File: src/pkg/atesc_consts.vh
`ifndef ATESC_CONSTS_VH
`define ATESC_CONSTS_VH
// character codes
`define ATESC_CHAR_PLUS 8'h2b
`define ATESC_CHAR_SPACE 8'h20
`define ATESC_CHAR_BS 8'h08
`define ATESC_CHAR_CR 8'h0d
`define ATESC_CHAR_A_UP 8'h41
`define ATESC_CHAR_T_UP 8'h54
`define ATESC_CASE_BIT 8'hdf
// line length limit
`define ATESC_LINE_MAX 40
// clock and guard time
`define ATESC_CLK_MHZ 250
`define ATESC_GUARD_MS 1000
`define ATESC_GUARD_DEF (`ATESC_GUARD_MS * 1000 * `ATESC_CLK_MHZ)
// guard setting unit: one step = 20 ms
`define ATESC_GUARD_STEP_MS 20
`define ATESC_GUARD_STEP_CYC (`ATESC_GUARD_STEP_MS * 1000 * `ATESC_CLK_MHZ)
`define ATESC_GUARD_SET_DEF 8'h32
// profile selection
`define ATESC_PROFILE_DEF 1'b0
`endif

File: src/atesc_parser.v
`timescale 1ns/1ns
`include "atesc_consts.vh"
module atesc_parser #(
  parameter LINE_MAX = `ATESC_LINE_MAX,
  parameter GUARD_STEP_CYC = `ATESC_GUARD_STEP_CYC
) (
  input wire clk,
  input wire nrst,
  input wire async_port,
  input wire rx_valid,
  input wire [7:0] rx_char,
  input wire guard_wr,
  input wire [7:0] guard_wdata,
  input wire term_wr,
  input wire [7:0] term_wdata,
  input wire profile_wr,
  input wire profile_wsel,
  input wire cmd_return,
  output reg cmd_mode,
  output reg data_valid,
  output reg [7:0] data_char,
  output reg line_exec,
  output reg line_error,
  output reg [5:0] line_len,
  output reg [8*LINE_MAX-1:0] line_buf,
  output reg profile_apply,
  output reg profile_sel,
  output reg [7:0] guard_time_setting,
  output reg [7:0] terminator_char_setting
);
  localparam ST_DATA = 4'b0001;
  localparam ST_ESC = 4'b0010;
  localparam ST_WAITA = 4'b0100;
  localparam ST_LINE = 4'b1000;
  reg [3:0] state;
  reg [1:0] plus_cnt;
  reg seen_t;
  reg overflow;
  reg [2:0] pend_cnt;
  reg [31:0] pend_buf;
  reg [2:0] next_pend_cnt;
  reg [31:0] next_pend_buf;
  reg async_q;
  reg nv_profile = `ATESC_PROFILE_DEF;
  reg boot;
  wire rx_ok;
  wire guard_exp;
  wire [7:0] up_char;
  wire [39:0] guard_limit;
  wire [7:0] eff_guard;
  wire esc_more;
  wire esc_fail;
  wire pend_load;
  wire pend_push;
  // zero guard would make every plus a gap; treat it as one step
  assign eff_guard = (guard_time_setting == 8'h00) ? 8'h01 : guard_time_setting;
  assign guard_limit = eff_guard * GUARD_STEP_CYC[31:0];
  // clearing bit 5 folds a to A and t to T; no other code lands on either
  assign up_char = rx_char & `ATESC_CASE_BIT;
  assign rx_ok = rx_valid;
  assign esc_more = (rx_char == `ATESC_CHAR_PLUS) && !guard_exp && (plus_cnt != 2'd3);
  assign esc_fail = rx_ok ? !esc_more : (guard_exp && (plus_cnt != 2'd3));
  assign pend_load = (state == ST_ESC) && esc_fail;
  // data arriving while pluses still drain waits behind them, so order is kept
  assign pend_push = (state == ST_DATA) && rx_ok && (pend_cnt != 3'd0);
  ////////////////////////////////////////////////////////////////////////////
  // port select is a pin level from another domain
  wire async_sync;
  atesc_sync3 u_async_sync (
    .clk(clk),
    .nrst(nrst),
    .din(async_port),
    .dout(async_sync)
  );
  always @(posedge clk or negedge nrst) begin
    if (!nrst) begin
      async_q <= 1'b0;
    end else begin
      async_q <= async_sync;
    end
  end
  ////////////////////////////////////////////////////////////////////////////
  // line silence timer restarts on each received character
  // a command-mode character restarts it too, which is harmless there
  atesc_gtimer #(
    .W(40)
  ) u_guard (
    .clk(clk),
    .nrst(nrst),
    .restart(rx_ok),
    .limit(guard_limit),
    .expired(guard_exp)
  );
  ////////////////////////////////////////////////////////////////////////////
  // settings registers
  // a zero guard written here still acts as one step, see eff_guard
  always @(posedge clk or negedge nrst) begin
    if (!nrst) begin
      guard_time_setting <= `ATESC_GUARD_SET_DEF;
      terminator_char_setting <= `ATESC_CHAR_CR;
    end else begin
      if (guard_wr) begin
        guard_time_setting <= guard_wdata;
      end
      if (term_wr) begin
        terminator_char_setting <= term_wdata;
      end
    end
  end
  ////////////////////////////////////////////////////////////////////////////
  // nonvolatile copy: kept out of reset so every reset reapplies the last stored profile
  always @(posedge clk) begin
    if (profile_wr) begin
      nv_profile <= profile_wsel;
    end
  end
  ////////////////////////////////////////////////////////////////////////////
  // stored profile applied just after reset, then follows each new write
  always @(posedge clk or negedge nrst) begin
    if (!nrst) begin
      boot <= 1'b1;
      profile_apply <= 1'b0;
      profile_sel <= `ATESC_PROFILE_DEF;
    end else begin
      boot <= 1'b0;
      profile_apply <= boot;
      if (profile_wr) begin
        profile_sel <= profile_wsel;
      end else if (boot) begin
        profile_sel <= nv_profile;
      end
    end
  end
  ////////////////////////////////////////////////////////////////////////////
  // pass-through queue: up to three held pluses, one out per cycle; an arrival never
  // outpaces the drain, so four places are always enough
  always @* begin
    next_pend_buf = pend_buf;
    next_pend_cnt = pend_cnt;
    if (pend_cnt != 3'd0) begin
      next_pend_buf = {8'h00, pend_buf[31:8]};
      next_pend_cnt = pend_cnt - 3'd1;
    end
    if (pend_load) begin
      next_pend_buf = {4{`ATESC_CHAR_PLUS}};
      next_pend_cnt = {1'b0, plus_cnt};
    end else if (pend_push) begin
      next_pend_buf[next_pend_cnt*8 +: 8] = rx_char;
      next_pend_cnt = next_pend_cnt + 3'd1;
    end
  end
  ////////////////////////////////////////////////////////////////////////////
  // main mode machine
  // one-hot states; data_valid, line_exec and line_error are one-cycle pulses, other outputs hold their values
  always @(posedge clk or negedge nrst) begin
    if (!nrst) begin
      state <= ST_DATA;
      plus_cnt <= 2'd0;
      seen_t <= 1'b0;
      overflow <= 1'b0;
      pend_cnt <= 3'd0;
      pend_buf <= 32'h0000_0000;
      cmd_mode <= 1'b0;
      data_valid <= 1'b0;
      data_char <= 8'h00;
      line_exec <= 1'b0;
      line_error <= 1'b0;
      line_len <= 6'd0;
      line_buf <= {(8*LINE_MAX){1'b0}};
    end else begin
      data_valid <= 1'b0;
      line_exec <= 1'b0;
      line_error <= 1'b0;
      // queued characters leave one per cycle, oldest first
      if (pend_cnt != 3'd0) begin
        data_valid <= 1'b1;
        data_char <= pend_buf[7:0];
      end
      pend_cnt <= next_pend_cnt;
      pend_buf <= next_pend_buf;
      case (state)
        ST_DATA: begin
          cmd_mode <= 1'b0;
          if (rx_ok) begin
            // plus counts only after guard silence
            if (rx_char == `ATESC_CHAR_PLUS && guard_exp && pend_cnt == 3'd0) begin
              state <= ST_ESC;
              plus_cnt <= 2'd1;
            end else if (pend_cnt == 3'd0) begin
              data_valid <= 1'b1;
              data_char <= rx_char;
            end
          end
        end
        ST_ESC: begin
          if (rx_ok) begin
            // gap of guard or more voids escape
            if (esc_more) begin
              plus_cnt <= plus_cnt + 2'd1;
            end else begin
              // failed escape passes pluses as data
              state <= ST_DATA;
              plus_cnt <= 2'd0;
            end
          end else if (guard_exp) begin
            if (plus_cnt == 2'd3) begin
              state <= ST_WAITA;
              cmd_mode <= 1'b1;
            end else begin
              state <= ST_DATA;
            end
            plus_cnt <= 2'd0;
          end
        end
        ST_WAITA: begin
          // a fresh line always starts without its T
          seen_t <= 1'b0;
          if (cmd_return) begin
            state <= ST_DATA;
            cmd_mode <= 1'b0;
          // only async port in command mode
          end else if (rx_ok && async_q) begin
            if (up_char == `ATESC_CHAR_A_UP) begin
              state <= ST_LINE;
              line_len <= 6'd0;
              overflow <= 1'b0;
            end
          end
        end
        ST_LINE: begin
          // the executor may end command mode in mid-line; the partial line is lost
          if (cmd_return) begin
            state <= ST_DATA;
            cmd_mode <= 1'b0;
          end else if (rx_ok && async_q) begin
            if (rx_char == terminator_char_setting) begin
              line_exec <= seen_t && !overflow;
              line_error <= !seen_t || overflow;
              state <= ST_WAITA;
            end else if (rx_char == `ATESC_CHAR_BS) begin
              if (line_len != 6'd0) begin
                line_len <= line_len - 6'd1;
              end else if (seen_t) begin
                // empty line: backspace takes back the T, then the A
                seen_t <= 1'b0;
              end else begin
                state <= ST_WAITA;
              end
            end else if (!seen_t) begin
              if (up_char == `ATESC_CHAR_T_UP) begin
                seen_t <= 1'b1;
              end else begin
                state <= ST_WAITA;
              end
            end else if (rx_char == `ATESC_CHAR_SPACE) begin
              line_len <= line_len;
            end else if (line_len < LINE_MAX[5:0]) begin
              line_buf[line_len*8 +: 8] <= rx_char;
              line_len <= line_len + 6'd1;
            end else begin
              // the line keeps its first forty characters only
              // drop excess characters
              overflow <= 1'b1;
            end
          end
        end
        default: begin
          state <= ST_DATA;
        end
      endcase
    end
  end
endmodule

File: src/atesc_sync3.v
`timescale 1ns/1ns
`include "atesc_consts.vh"
// three-stage input synchroniser; output changes once stages two and three agree
module atesc_sync3 (
  input wire clk,
  input wire nrst,
  input wire din,
  output reg dout
);
  reg s1;
  reg s2;
  reg s3;
  ////////////////////////////////////////////////////////////////////////////
  // s1 is only read by s2, to keep metastability out of the logic
  always @(posedge clk or negedge nrst) begin
    if (!nrst) begin
      s1 <= 1'b1;
      s2 <= 1'b1;
      s3 <= 1'b1;
      dout <= 1'b1;
    end else begin
      s1 <= din;
      s2 <= s1;
      s3 <= s2;
      if (s2 == s3) begin
        dout <= s3;
      end
    end
  end
endmodule

File: src/atesc_gtimer.v
`timescale 1ns/1ns
`include "atesc_consts.vh"
// silence timer: counts since the last restart, flags once limit is reached
module atesc_gtimer #(
  parameter W = 32
) (
  input wire clk,
  input wire nrst,
  input wire restart,
  input wire [W-1:0] limit,
  output reg expired
);
  reg [W-1:0] count;
  ////////////////////////////////////////////////////////////////////////////
  // saturating count so a long idle line stays expired
  always @(posedge clk or negedge nrst) begin
    if (!nrst) begin
      count <= {W{1'b0}};
      expired <= 1'b0;
    end else if (restart) begin
      count <= {W{1'b0}};
      expired <= 1'b0;
    end else begin
      if (count < limit) begin
        count <= count + {{(W-1){1'b0}}, 1'b1};
      end
      expired <= (count + {{(W-1){1'b0}}, 1'b1} >= limit);
    end
  end
endmodule

File: config.mk
export PLATFORM = sky130hd
export DESIGN_NAME = atesc_parser
export DESIGN_NICKNAME = d
export VERILOG_FILES = /design/src/atesc_parser.v /design/src/atesc_sync3.v /design/src/atesc_gtimer.v
export VERILOG_INCLUDE_DIRS = /design/src /design/src/pkg
export SDC_FILE = /design/constraint.sdc
export NUM_CORES = 1
export LEC_CHECK = 0
export ABC_AREA = 1
export BUFFER_PORTS_ARGS = -buffer_cell sky130_fd_sc_hd__buf_2
export CORE_ASPECT_RATIO = 1.2
export CORE_MARGIN = 2
export CORE_UTILIZATION = 25
export DETAILED_ROUTE_END_ITERATION = 10
export SLEW_MARGIN = 20
export SYNTH_ARGS = -nofsm -noshare
export SYNTH_HDL_FRONTEND = slang
export SYNTH_SLANG_ARGS = --single-unit
File: constraint.sdc
create_clock -name clk -period 8.39 [get_ports clk]
set_input_delay 0.839 -clock clk [delete_from_list [all_inputs] [get_ports clk]]
set_output_delay 0.839 -clock clk [all_outputs]
set_load 0.02 [all_outputs]
# Word level (Yosys, flattened, before mapping)
# Index checks and enable logic that the tools add are counted.
totals:
  ff_bits: 447
  input_bits: 33
  output_inout_bits: 356
classes:
  addsub: 8
  n_mul: 1
  magnitude_cmp: 3
  n_eq_ne: 43
  shifts: 4
  muxes: 93
  n_bitwise: 4
  reduce_logical: 32
ops:
  columns: ["op", "n"]
  rows:
  - ["bitwise mux 320 bit", 1]
  - ["variable shift 8 x 34 -> 320 bit, first input constant", 1]
  - ["indexed part select 8 x 34 -> 320 bit", 1]
  - ["two-way mux 32 bit", 3]
  - ["two-way mux 40 bit", 2]
  - ["two-way mux 6 bit", 11]
  - ["two-way mux 4 bit", 16]
  - ["two-way mux 8 bit", 6]
  - ["adder 40 x 1 -> 40 bit, second input constant", 1]
  - [">= comparator 40 x 31 -> 1 bit", 1]
  - ["less-than comparator 40 x 31 -> 1 bit", 1]
  - ["two-way mux 1 bit", 38]
  - ["negator 6 -> 34 bit", 1]
  - ["negator 9 -> 34 bit", 1]
  - ["variable shift 8 x 34 -> 32 bit, first input constant", 1]
  - ["indexed part select 8 x 34 -> 32 bit", 1]
  - ["AND reduction 11 bit", 3]
  - ["bitwise mux 32 bit", 1]
  - ["inequality test 3 bit, second input constant", 9]
  - ["inequality test 2 bit, second input constant", 13]
  - ["multiplier 8 x 17 -> 25 bit, second input constant", 1]
  - ["inequality test 5 bit, second input constant", 4]
  - ["== test 8 x 6 -> 1 bit, second input constant", 2]
  - ["one-hot mux 4 bit (4 select lines)", 1]
  - ["other kinds (36)", 68]

# Logic depth before layout (Yosys ltp)
# Gate-level depths: netlist (run 1).
depth:
  ltp_word: 9
  mapped_depth: 35
  ltp_nobuf: 35

# Hierarchy
# From an unflattened synthesis (run 1), not the netlist that was laid out.
hier_totals:
  cells_unflattened: 3664
  area_unflattened_um2: 27268.7
modules_own_cells:
  columns: ["module", "n_inst", "cells_per_inst", "area_each_um2", "seq_area_each_um2"]
  rows:
  - ["atesc_parser", 1, 2872, 22117.5, 10074.7]
  - ["atesc_gtimer", 1, 784, 5029.8, 1026.0]
  - ["atesc_sync3", 1, 8, 121.4, 105.1]

# Worst setup path before layout (run 1)
# OpenSTA, ideal clock, no wires.
synth_path:
  path_kind: "reg-to-reg"
  startpoint: "register guard_time_setting[4]"
  endpoint: "register u_guard.count[21]"
  setup_ps: 66
  arrival_time_ps: 5915
  slack_ps: 2409
  stages_incl_launch_ff: 32
  path_buffers: 2
  period_less_slack_ps: 5981
  path_cell_list: "dfstp_2 inv_1 ha_1 nand3_1 nor2_2 nor2_1 ha_1 ha_1 fa_1 inv_1 fa_1 inv_1 ha_1 nand2_1 o21ai_0 a21o_1 nand3_1 o21ai_0 nand2_1 nand2_1 xnor2_1 ha_1 nand4_1 nor3_1 nand2_1 nand2_1 nand2_1 nand3_1 clkbuf_1 clkbuf_1 nand3_1 nand2_1"
synth_between:
  elab_chain_cells: 5
synth_lines:
  columns: ["item", "line_no", "source"]
  rows:
  - ["from (decl)", "atesc_parser.v:28", "output reg [7:0] guard_time_setting,"]
  - ["from (signal assigned)", "atesc_parser.v:99", "guard_time_setting <= `ATESC_GUARD_SET_DEF;"]
  - ["from (signal assigned)", "atesc_parser.v:103", "guard_time_setting <= guard_wdata;"]
  - ["zero test 8 bit", "atesc_parser.v:56", "assign eff_guard = (guard_time_setting == 8'h00) ? 8'h01 : guard_time_setting;"]
  - ["two-way mux 8 bit (*)", "atesc_parser.v:56", null]
  - ["multiplier 8 x 17 -> 25 bit (*)", "atesc_parser.v:57", "assign guard_limit = eff_guard * GUARD_STEP_CYC[31:0];"]
  - ["less-than comparator 40 x 31 -> 1 bit (*)", "atesc_gtimer.v:24", "if (count < limit) begin"]
  - ["nonzero test 2 bit (no line) (*)", null, null]
  - ["to (signal assigned)", "atesc_gtimer.v:18", "count <= {W{1'b0}};"]
  - ["to (signal assigned)", "atesc_gtimer.v:21", "count <= {W{1'b0}};"]
  - ["to (signal assigned)", "atesc_gtimer.v:25", "count <= count + {{(W-1){1'b0}}, 1'b1};"]
  - ["to (decl)", "atesc_gtimer.v:13", "reg [W-1:0] count;"]
# Mark *: on every way between the ends. The rest lies on a longest branch, timed or not.
# A chain may end at the register's enable or synchronous reset.

# Worst setup path after layout (run 1)
layout_path:
  startpoint: "register guard_time_setting[4]"
  endpoint: "register u_guard.count[2]"
# Same word-level chain as after synthesis.

==> flow_summary_export.csv, run 1 <==
group,metric,value,unit
timing,skew,0.08120,ns
place,hpwl,68830,µm
finish,area_growth,21.86,%
clock_tree,cts_hold_buffers,0,
clock_tree,post_cts_resized,0,
clock_tree,clk_latency,0.66,ns
clock_tree,clockBufferDepth,3,
worst_setup_path,start_kind,"flip-flop",
worst_setup_path,critPathSlowestCell,"dfstp_2",
floorplan,ios,389,
place,dpl-instance-area,27310,µm²
synth,ys_seq_area_share,46.55,%
clock_tree,htreeDepth,2,
floorplan,die_area,98810,µm²
synth,ys_seq_elements,447,
synth,synth_warnings,0,
clock_tree,cts_tree,"yes",
worst_setup_path,critPathMaxFanout,22,
floorplan,num_rows,124,
worst_setup_path,cpPeakStageDelay,0.57,ns
routing,ant_nets,0,
clock_tree,cts_buffers,54,
finish,nets,3536,
place,numPortBuffers,388,
finish,layout-drive-gt1-share,16.58,%
routing,avgViaCountPerCell,4.743,
routing,drt_wl_total,90050,µm
clock_tree,post_cts_buffers,0,
worst_setup_path,required,8.94,ns
finish,fin_cells,4657,
timing,period_share,81.27,%
worst_setup_path,cp-end-kind,"flip-flop",
grt,overflow,0,
pwr,leakage,0.01526,µW
timing,setup_viol,0,
synth,netlist_instances,2994,
routing,wire_per_inst,19.34,µm
pwr,ir_drop,0.0001661,V
finish,fin_util,30.75,%
timing,drv_slew,0,
worst_setup_path,crit_type,"reg -> reg",
routing,vias,22090,
pwr,power.total,6608,µW
timing,max_slew_margin,28.08,%
grt,grt_max_degree,169,
timing,tightest_slew,1.078,ns
synth,netlist_area,24070,µm²
timing,final.min_clock_period,6.818,ns
pwr,power.density,225.2,nW/µm²
timing,fin_setup_tns,0,ns
synth,syn_avg_cell_area,8.041,µm²
outcome,outcome,"complete, no violations",
timing,grt_setup_unrepaired,"false",
finish,n_fill_cell,10280,
finish,fin_area,29340,µm²
grt,antenna_found_initial,4,
grt,track_usage,17.77,%
clock_tree,clkTransAtPathRegs,0.06,ns
synth,synth_nets,3180,
routing,drc,0,
floorplan,core_area,95420,µm²
floorplan,fp.dieW,287.3,µm
worst_hold_path,hold_class,"in -> async",
routing,dr.first_iter.drc_count,1650,
worst_setup_path,path_common_cell,"nand2_1",
place,gp_congestion,0.8969,
timing,hold_viol,0,
place,dp.cells,4554,
flow_run,drv_cap,0,
worst_setup_path,arrival,7.37,ns
routing,drt_first_pass_iters,6,
synth,ys_types,58,
floorplan,die_y,343.9,µm
grt,grt_pass1_wl,134600,µm
timing,fmax,146.7,MHz
floorplan,start_util,25.23,%
clock_tree,root_buffer,"clkbuf_16",
clock_tree,cts.sinks,447,
grt,first_global_vias,21410,
## cell usage after synthesis (all sizes together)
cell type / instances / area [µm²]
or2: 12 / 75.07
or4: 1 / 7.510
mux2i: 3 / 30.03
a22oi: 1 / 7.510
mux2: 1 / 11.26
and3: 1 / 6.260
dfstp: 12 / 315.3
inv: 284 / 1069
a21oi: 147 / 735.7
o21ai: 285 / 1426
nand4: 77 / 494.2
o22ai: 1 / 6.260
edfxtp: 1 / 30.03
o21bai: 4 / 30.03
clkbuf: 52 / 195.2
a31oi: 7 / 43.79
nor3: 62 / 326.6
a211oi: 2 / 15.01
o21a: 7 / 52.55
o311ai: 6 / 52.55
o221ai: 3 / 26.28
nand3b: 1 / 7.510
nor4b: 1 / 8.760
o31ai: 27 / 202.7
buf: 57 / 285.3
o211a: 1 / 10.01
fa: 19 / 380.4
ha: 134 / 1677
clkinv: 9 / 33.78
a32oi: 1 / 8.760
xnor2: 21 / 183.9
a221o: 2 / 20.02
a21o: 4 / 30.03
a21boi: 1 / 7.510
nor4: 7 / 50.05
nor3b: 2 / 15.01
nand2: 779 / 2937
a31o: 2 / 17.52
maj3: 1 / 10.01
dfrtp: 434 / 10860
nand3: 120 / 600.6
o211ai: 23 / 172.7
conb: 1 / 3.750
nor2: 350 / 1351
xor2: 28 / 245.2
## logic make-up (layout without fill, tap and decap cells)
group	Yosys count	count (layout)	synth area share (%)
XOR/XNOR	49	49	1.783
flip-flops	447	447	46.55
other	1	3	0.01558
buffers and inverters	402	803	6.575
adder cells (fa/ha/maj)	154	154	8.586
AND/OR/NAND/NOR	1413	1413	24.42
AO/OA/AOI/OAI	524	524	11.90
multiplexers	4	4	0.1715
## cells in the final DEF (no fill, tap or decap), types with 11 or more instances in the layout
master / instances
nand3_1: 120
nor2_2: 11
nand2_1: 772
inv_1: 275
or2_2: 12
o211ai_1: 23
o21ai_0: 257
nand4_1: 75
nor3_1: 60
nor2_1: 337
dfrtp_1: 434
o21ai_1: 28
buf_4: 19
buf_2: 387
dfstp_2: 12
xor2_1: 28
clkbuf_16: 54
xnor2_1: 21
ha_1: 134
fa_1: 19
o31ai_1: 27
a21oi_1: 147
## area by class of cell
cell class	count	area, µm²	share of cell area, %
clock buffers	72	1519	5.178
repair buffers	409	2135	7.276
flip-flops and latches	447	11210	38.20
inverters	293	1102	3.757
well taps	1260	1577	5.374
diodes	2	5.005	0.01706
clock inverters	29	498.0	1.697
multi-input cells	2145	11300	38.50
## sequential cells by signal (all words and copies together), names as in the netlist, 2 cells and up
name and flops:
pend_cnt 3, line_len 6, pend_buf 32, u_guard.count 40, data_char 8, plus_cnt 2
state 4, line_buf 320, terminator_char_setting 8, guard_time_setting 8
## critical path, delay by kind of cell, from the launching register on
| family | cells | cell delay (ns) |
|---|---|---|
| adders and majority gates | 7 | 2.58 |
| and+or+nand+nor | 14 | 2.00 |
| buffers and inverters | 4 | 0.53 |
| xor gates and xnor gates | 1 | 0.08 |
| DFF | 1 | 0.57 |
| AOI/OAI and AO/OA | 4 | 0.95 |
## power breakdown
part / internal (µW) / switching, µW
registers: 2260 / 58.0
clock network: 1600 / 1030
logic: 568 / 1090
total: 4430 / 2180
## path summary, 6_finish.rpt
kind,from,endpoint,slack [ns],cells after the start
min in group clk,async_port,u_async_sync.s1,0.35,1
min,nrst,line_buf[206],0.34,1
max,guard_time_setting[4],u_guard.count[2],1.57,30
max in group asynchronous,nrst,terminator_char_setting[4],6.49,2
min reg2reg,u_async_sync.s1,u_async_sync.s2,0.36,0
max reg2reg,guard_time_setting[4],u_guard.count[2],1.57,30
## routing by layer
layer	wire length [µm]	vias up	track usage, %
met3	6455	186	3.836
met4	4286	2	7.899
met2	41800	845	29.63
met5	8	-	0
li1	-	10570	-
met1	37510	10480	22.04
## through the flow
| stage | hold WS (ns) | worst slack [ns] |
|---|---|---|
| 6_report | 0.3436 | 1.572 |
| 5_1_grt | 0.3089 | 1.116 |
| 4_1_cts | 0.3013 | 1.626 |
| 3_5_place_dp | 0.3555 | 1.654 |
| 3_3_place_gp | 0.3480 | 1.857 |
| 2_1_floorplan | 0.3452 | 2.409 |
No activity file was read; power rests on OpenSTA's default activity.
==> run 2, diff against run 1 <==
Clock period 8.39 ns to 5.69 ns, I/O delays scaled along.
==> flow_summary_export.csv, run 2 (synthesis gave the netlist of run 1 again) <==
group,metric,value,unit
outcome,outcome,"complete, no violations",
timing,fmax,182.3,MHz
timing,setup_viol,0,
finish,fin_area,30280,µm²
clock_tree,cts.sinks,447,
routing,dr.first_iter.drc_count,1516,
pwr,clockPowerShare,34.4,%
finish,layout.cells.most_common_list,"nand2_1 (765), dfrtp_1 (434), buf_2 (387)",
routing,wire_per_inst,19.25,µm
clock_tree,clkTransAtPathRegs,0.06,ns
timing,max_slew_margin,24.17,%
finish,layout-drive-gt1-share,20.47,%
finish,fin_cells,4743,
clock_tree,root_buffer,"clkbuf_16",
worst_setup_path,critPathSlowestCell,"fa_1",
floorplan,fp.dieW,287.3,µm
pwr,switchingPower,3396,µW
place,pre_cts_ws,-0.1498,ns
routing,drt_wl_total,91320,µm
routing,vias,22440,
clock_tree,cts_hold_buffers,0,
pwr,netSwitchingFraction,33.70,%
timing,skew,0.03935,ns
floorplan,die_y,343.9,µm
worst_setup_path,cp-end-kind,"flip-flop",
timing,final.min_clock_period,5.487,ns
pwr,pwr-share-seq,34.0,%
floorplan,core_area,95420,µm²
finish,largest-register,"line_buf",
worst_setup_path,critPathMaxFanout,9,
pwr,power.internal,6681,µW
finish,seqCellArea,11210,µm²
place,dpl-instance-area,27960,µm²
timing,hold_viol,0,
worst_setup_path,crit_type,"reg -> reg",
grt,antenna_found_initial,4,
clock_tree,clk_latency,0.63,ns
finish,final_common_cell,"nand2_1",
floorplan,start_util,25.23,%
grt,first_global_vias,22020,
routing,avgViaCountPerCell,4.731,
finish,multiInputGateArea,11700,µm²
finish,n_fill_cell,10140,
pwr,ir_drop,0.0002545,V
routing,ant_nets,0,
pwr,combPwrFrac,31.6,%
worst_setup_path,required,6.25,ns
timing,period_share,96.43,%
floorplan,num_rows,124,
worst_setup_path,start_kind,"flip-flop",
timing,setup_ws,0.2034,ns
clock_tree,clockBufferDepth,3,
finish,area_growth,25.79,%
floorplan,die_area,98810,µm²
timing,tightest_slew,1.129,ns
worst_setup_path,path_common_cell,"nand2_1",
clock_tree,htreeDepth,2,
grt,grt_pass1_wl,135700,µm
timing,drv_slew,0,
place,dp.cells,4632,
place,gp_congestion,0.8859,
pwr,power.total,10080,µW
finish,reg_top3,"line_buf (320), u_guard.count (40), pend_buf (32)",
grt,track_usage,17.99,%
grt,overflow,0,
finish,largest_reg_flops,320,
routing,drc,0,
clock_tree,cts_buffers,49,
place,hpwl,70260,µm
worst_setup_path,arrival,6.05,ns
pwr,power.density,332.8,nW/µm²
finish,nets,3626,
routing,drt_first_pass_iters,8,
pwr,leakage,0.01569,µW
worst_hold_path,hold_class,"in -> async",
floorplan,ios,389,
clock_tree,cts_tree,"yes",
place,numPortBuffers,388,
worst_setup_path,cpPeakStageDelay,0.53,ns
flow_run,drv_cap,0,
grt,grt_max_degree,145,
-- run 2: layer usage --
| metal | global-route usage [%] | part of all wire (%) |
|---|---|---|
| met5 | 0 | 0.0099 |
| met4 | 8.344 | 4.9 |
| met3 | 4.200 | 7.9 |
| met2 | 29.86 | 46 |
| met1 | 22.09 | 41 |
-- run 2: what timing repair did --
| item | 4_1_cts | 5_1_grt |
|---|---|---|
| gates cloned | 1 | 0 |
| setup endpoints to repair | 33 | 33 |
| gates resized for setup | 23 | 66 |
| setup buffers | 6 | 10 |
| pin swaps | 8 | 37 |
-- run 2: worst paths after layout --
check                                            from          endpoint  slack [ns]  depth (start not counted)
worst max-delay path            guard_time_setting[2]  u_guard.count[5]        0.20                         33
worst min-delay path                             nrst     line_buf[139]        0.05                          1
worst max register to register  guard_time_setting[2]  u_guard.count[5]        0.20                         33
worst min register to register        u_async_sync.s1   u_async_sync.s2        0.36                          0
max in group asynchronous                        nrst      line_buf[34]        4.31                          2
min in group clk                           async_port   u_async_sync.s1        0.07                          1
-- run 2: power groups by stage --
| stage | Combinational (µW) | Sequential, µW | Clock, µW |
|---|---|---|---|
| after floorplan | 1720 | 3510 | 0 |
| after global placement | 2750 | 3480 | 0 |
| after detailed placement | 2790 | 3480 | 0 |
| after CTS | 2910 | 3430 | 3560 |
| after global routing | 3600 | 3440 | 3660 |
| final | 3190 | 3430 | 3470 |
-- run 2: through the flow --
stage	hold slack (ns)	utilization, %	setup TNS [ns]
5_1_grt	0.03312	31.73	-2.402
6_report	0.05434	31.74	0
2_1_floorplan	0.2734	-	0
3_3_place_gp	0.3556	29.30	0
4_1_cts	0.01261	31.32	0
3_5_place_dp	0.3534	29.30	-3.725
-- run 2: critical path, delay by kind of cell, from the launching register on --
kind | cells | cell delay [ns]
AOI/OAI and AO/OA | 5 | 0.70
xor gates and xnor gates | 1 | 0.08
adders and majority gates | 7 | 2.29
buffers and inverters | 6 | 0.60
DFF | 1 | 0.37
and+or+nand+nor | 14 | 1.36
-- run 2: area by class of cell --
cell class | instances | share of cell area (%)
well taps | 1260 | 5.206
multi-input cells | 2145 | 38.62
flip-flops and latches | 447 | 37.00
clock inverters | 22 | 1.116
diodes | 4 | 0.03305
inverters | 293 | 3.640
clock buffers | 68 | 4.648
repair buffers | 504 | 9.734
==> run 3, diff against run 2 <==
Clock period 5.69 ns to 5.3 ns, I/O delays scaled along.
==> flow_summary_export.csv, run 3 (synthesis gave the netlist of run 1 again) <==
group,metric,value,unit
outcome,outcome,"finished with violations",
outcome,violations,"setup timing",
worst_hold_path,hold_class,"in -> reg",
timing,tightest_slew,1.223,ns
routing,avgViaCountPerCell,4.755,
timing,max_slew_margin,17.83,%
timing,setup_viol,33,
timing,setup_ws,-0.1916,ns
routing,drt_wl_total,89210,µm
grt,track_usage,17.39,%
finish,fin_cells,4772,
clock_tree,root_buffer,"clkbuf_16",
place,gp_congestion,0.9149,
finish,largest_reg_flops,320,
timing,drv_slew,0,
clock_tree,clkTransAtPathRegs,0.06,ns
pwr,leakage,0.01587,µW
pwr,ir_drop,0.0002663,V
grt,grt_max_degree,170,
clock_tree,cts.sinks,447,
worst_setup_path,cpPeakStageDelay,0.56,ns
floorplan,num_rows,124,
worst_setup_path,crit_type,"reg -> reg",
timing,skew,0.01451,ns
place,hpwl,68420,µm
place,dpl-instance-area,28330,µm²
grt,antenna_found_initial,5,
finish,area_growth,27.82,%
flow_run,drv_cap,0,
clock_tree,clk_latency,0.59,ns
grt,grt_pass1_wl,132500,µm
clock_tree,htreeDepth,2,
grt,first_global_vias,21590,
finish,layout.cells.most_common_list,"nand2_1 (749), dfrtp_1 (430), buf_2 (387)",
routing,ant_nets,0,
worst_setup_path,cp-end-kind,"flip-flop",
timing,fmax,182.1,MHz
finish,fin_util,32.25,%
worst_setup_path,critPathSlowestCell,"fa_2",
clock_tree,clockBufferDepth,3,
floorplan,start_util,25.23,%
worst_setup_path,path_delay_family,"adder cells",
floorplan,ios,389,
clock_tree,cts_tree,"yes",
worst_setup_path,arrival,5.95,ns
timing,period_share,103.6,%
finish,multiInputGateArea,11970,µm²
worst_setup_path,start_kind,"flip-flop",
place,dp.cells,4658,
routing,drc,0,
finish,seqCellArea,11210,µm²
finish,final_common_cell,"nand2_1",
finish,nets,3656,
floorplan,die_area,98810,µm²
worst_setup_path,required,5.76,ns
finish,reg_top3,"line_buf (320), u_guard.count (40), pend_buf (32)",
floorplan,core_area,95420,µm²
worst_setup_path,path_buf_inv,5,
timing,hold_viol,0,
place,numPortBuffers,388,
timing,grt_setup_unrepaired,"true",
timing,final.min_clock_period,5.492,ns
floorplan,fp.dieW,287.3,µm
finish,largest-register,"line_buf",
routing,wire_per_inst,18.69,µm
routing,drt_first_pass_iters,6,
grt,overflow,0,
finish,n_fill_cell,10120,
pwr,power.density,360.1,nW/µm²
finish,fin_area,30770,µm²
floorplan,die_y,343.9,µm
routing,vias,22690,
clock_tree,cts_buffers,50,
routing,dr.first_iter.drc_count,1674,
worst_setup_path,critPathMaxFanout,10,
finish,layout-drive-gt1-share,22.42,%
-- run 3: layout make-up --
cell class                 instances  share of cell area, %
antenna                            2                0.01626
clock buffer                      67                  4.534
clock inverter                    25                  1.041
inverter                         293                  3.590
multi-input combinational       2146                  38.90
sequential                       447                  36.43
tap                             1260                  5.123
timing repair buffer             532                  10.36
-- run 3: worst paths after layout --
check / end / cells past startpoint / slack, ns / from
max in group asynchronous: pend_buf[15] / 3 / 3.29 / nrst
worst min register to register: u_async_sync.s3 / 0 / 0.38 / u_async_sync.s2
min in group asynchronous: line_buf[137] / 2 / 0.57 / nrst
worst max-delay path: u_guard.count[4] / 27 / -0.19 / guard_time_setting[4]
worst max register to register: u_guard.count[4] / 27 / -0.19 / guard_time_setting[4]
worst min-delay path: u_async_sync.s1 / 1 / 0.07 / async_port
-- run 3: metal layers --
| layer | up-vias | global-route usage (%) | wire length, µm |
|---|---|---|---|
| met5 | - | 0 | 40 |
| met4 | 6 | 8.561 | 4718 |
| met3 | 208 | 3.333 | 6121 |
| met2 | 835 | 29.96 | 42750 |
| met1 | 10820 | 20.72 | 35580 |
| li1 | 10830 | - | - |
-- run 3: report_power, final --
part           internal, µW  switching (µW)
Combinational          1620            2110
Clock                  2150            1510
Sequential             3580            93.9
-- run 3: repair_timing --
item / in CTS / in global routing
pin swaps: 9 / 47
resized for setup: 47 / 56
gates cloned: 3 / 1
buffers inserted: 7 / 8
endpoints found under the hold margin: 90 / 0
endpoints found under the setup margin: 33 / 33
hold buffers: 1 / 0
-- run 3: through the flow --
stage / setup WS [ns] / power [µW] / TNS (ns) / hold slack (ns)
after floorplan: 0.001335 / 5730 / 0 / 0.2344
after global placement: -0.3098 / 6965 / -5.406 / 0.3731
after detailed placement: -0.4180 / 7018 / -8.406 / 0.3766
after CTS: -0.1588 / 10900 / -4.490 / 0.01412
after global routing: -0.4537 / 11740 / -14.28 / 0.02687
final: -0.1916 / 11080 / -5.452 / 0.07142
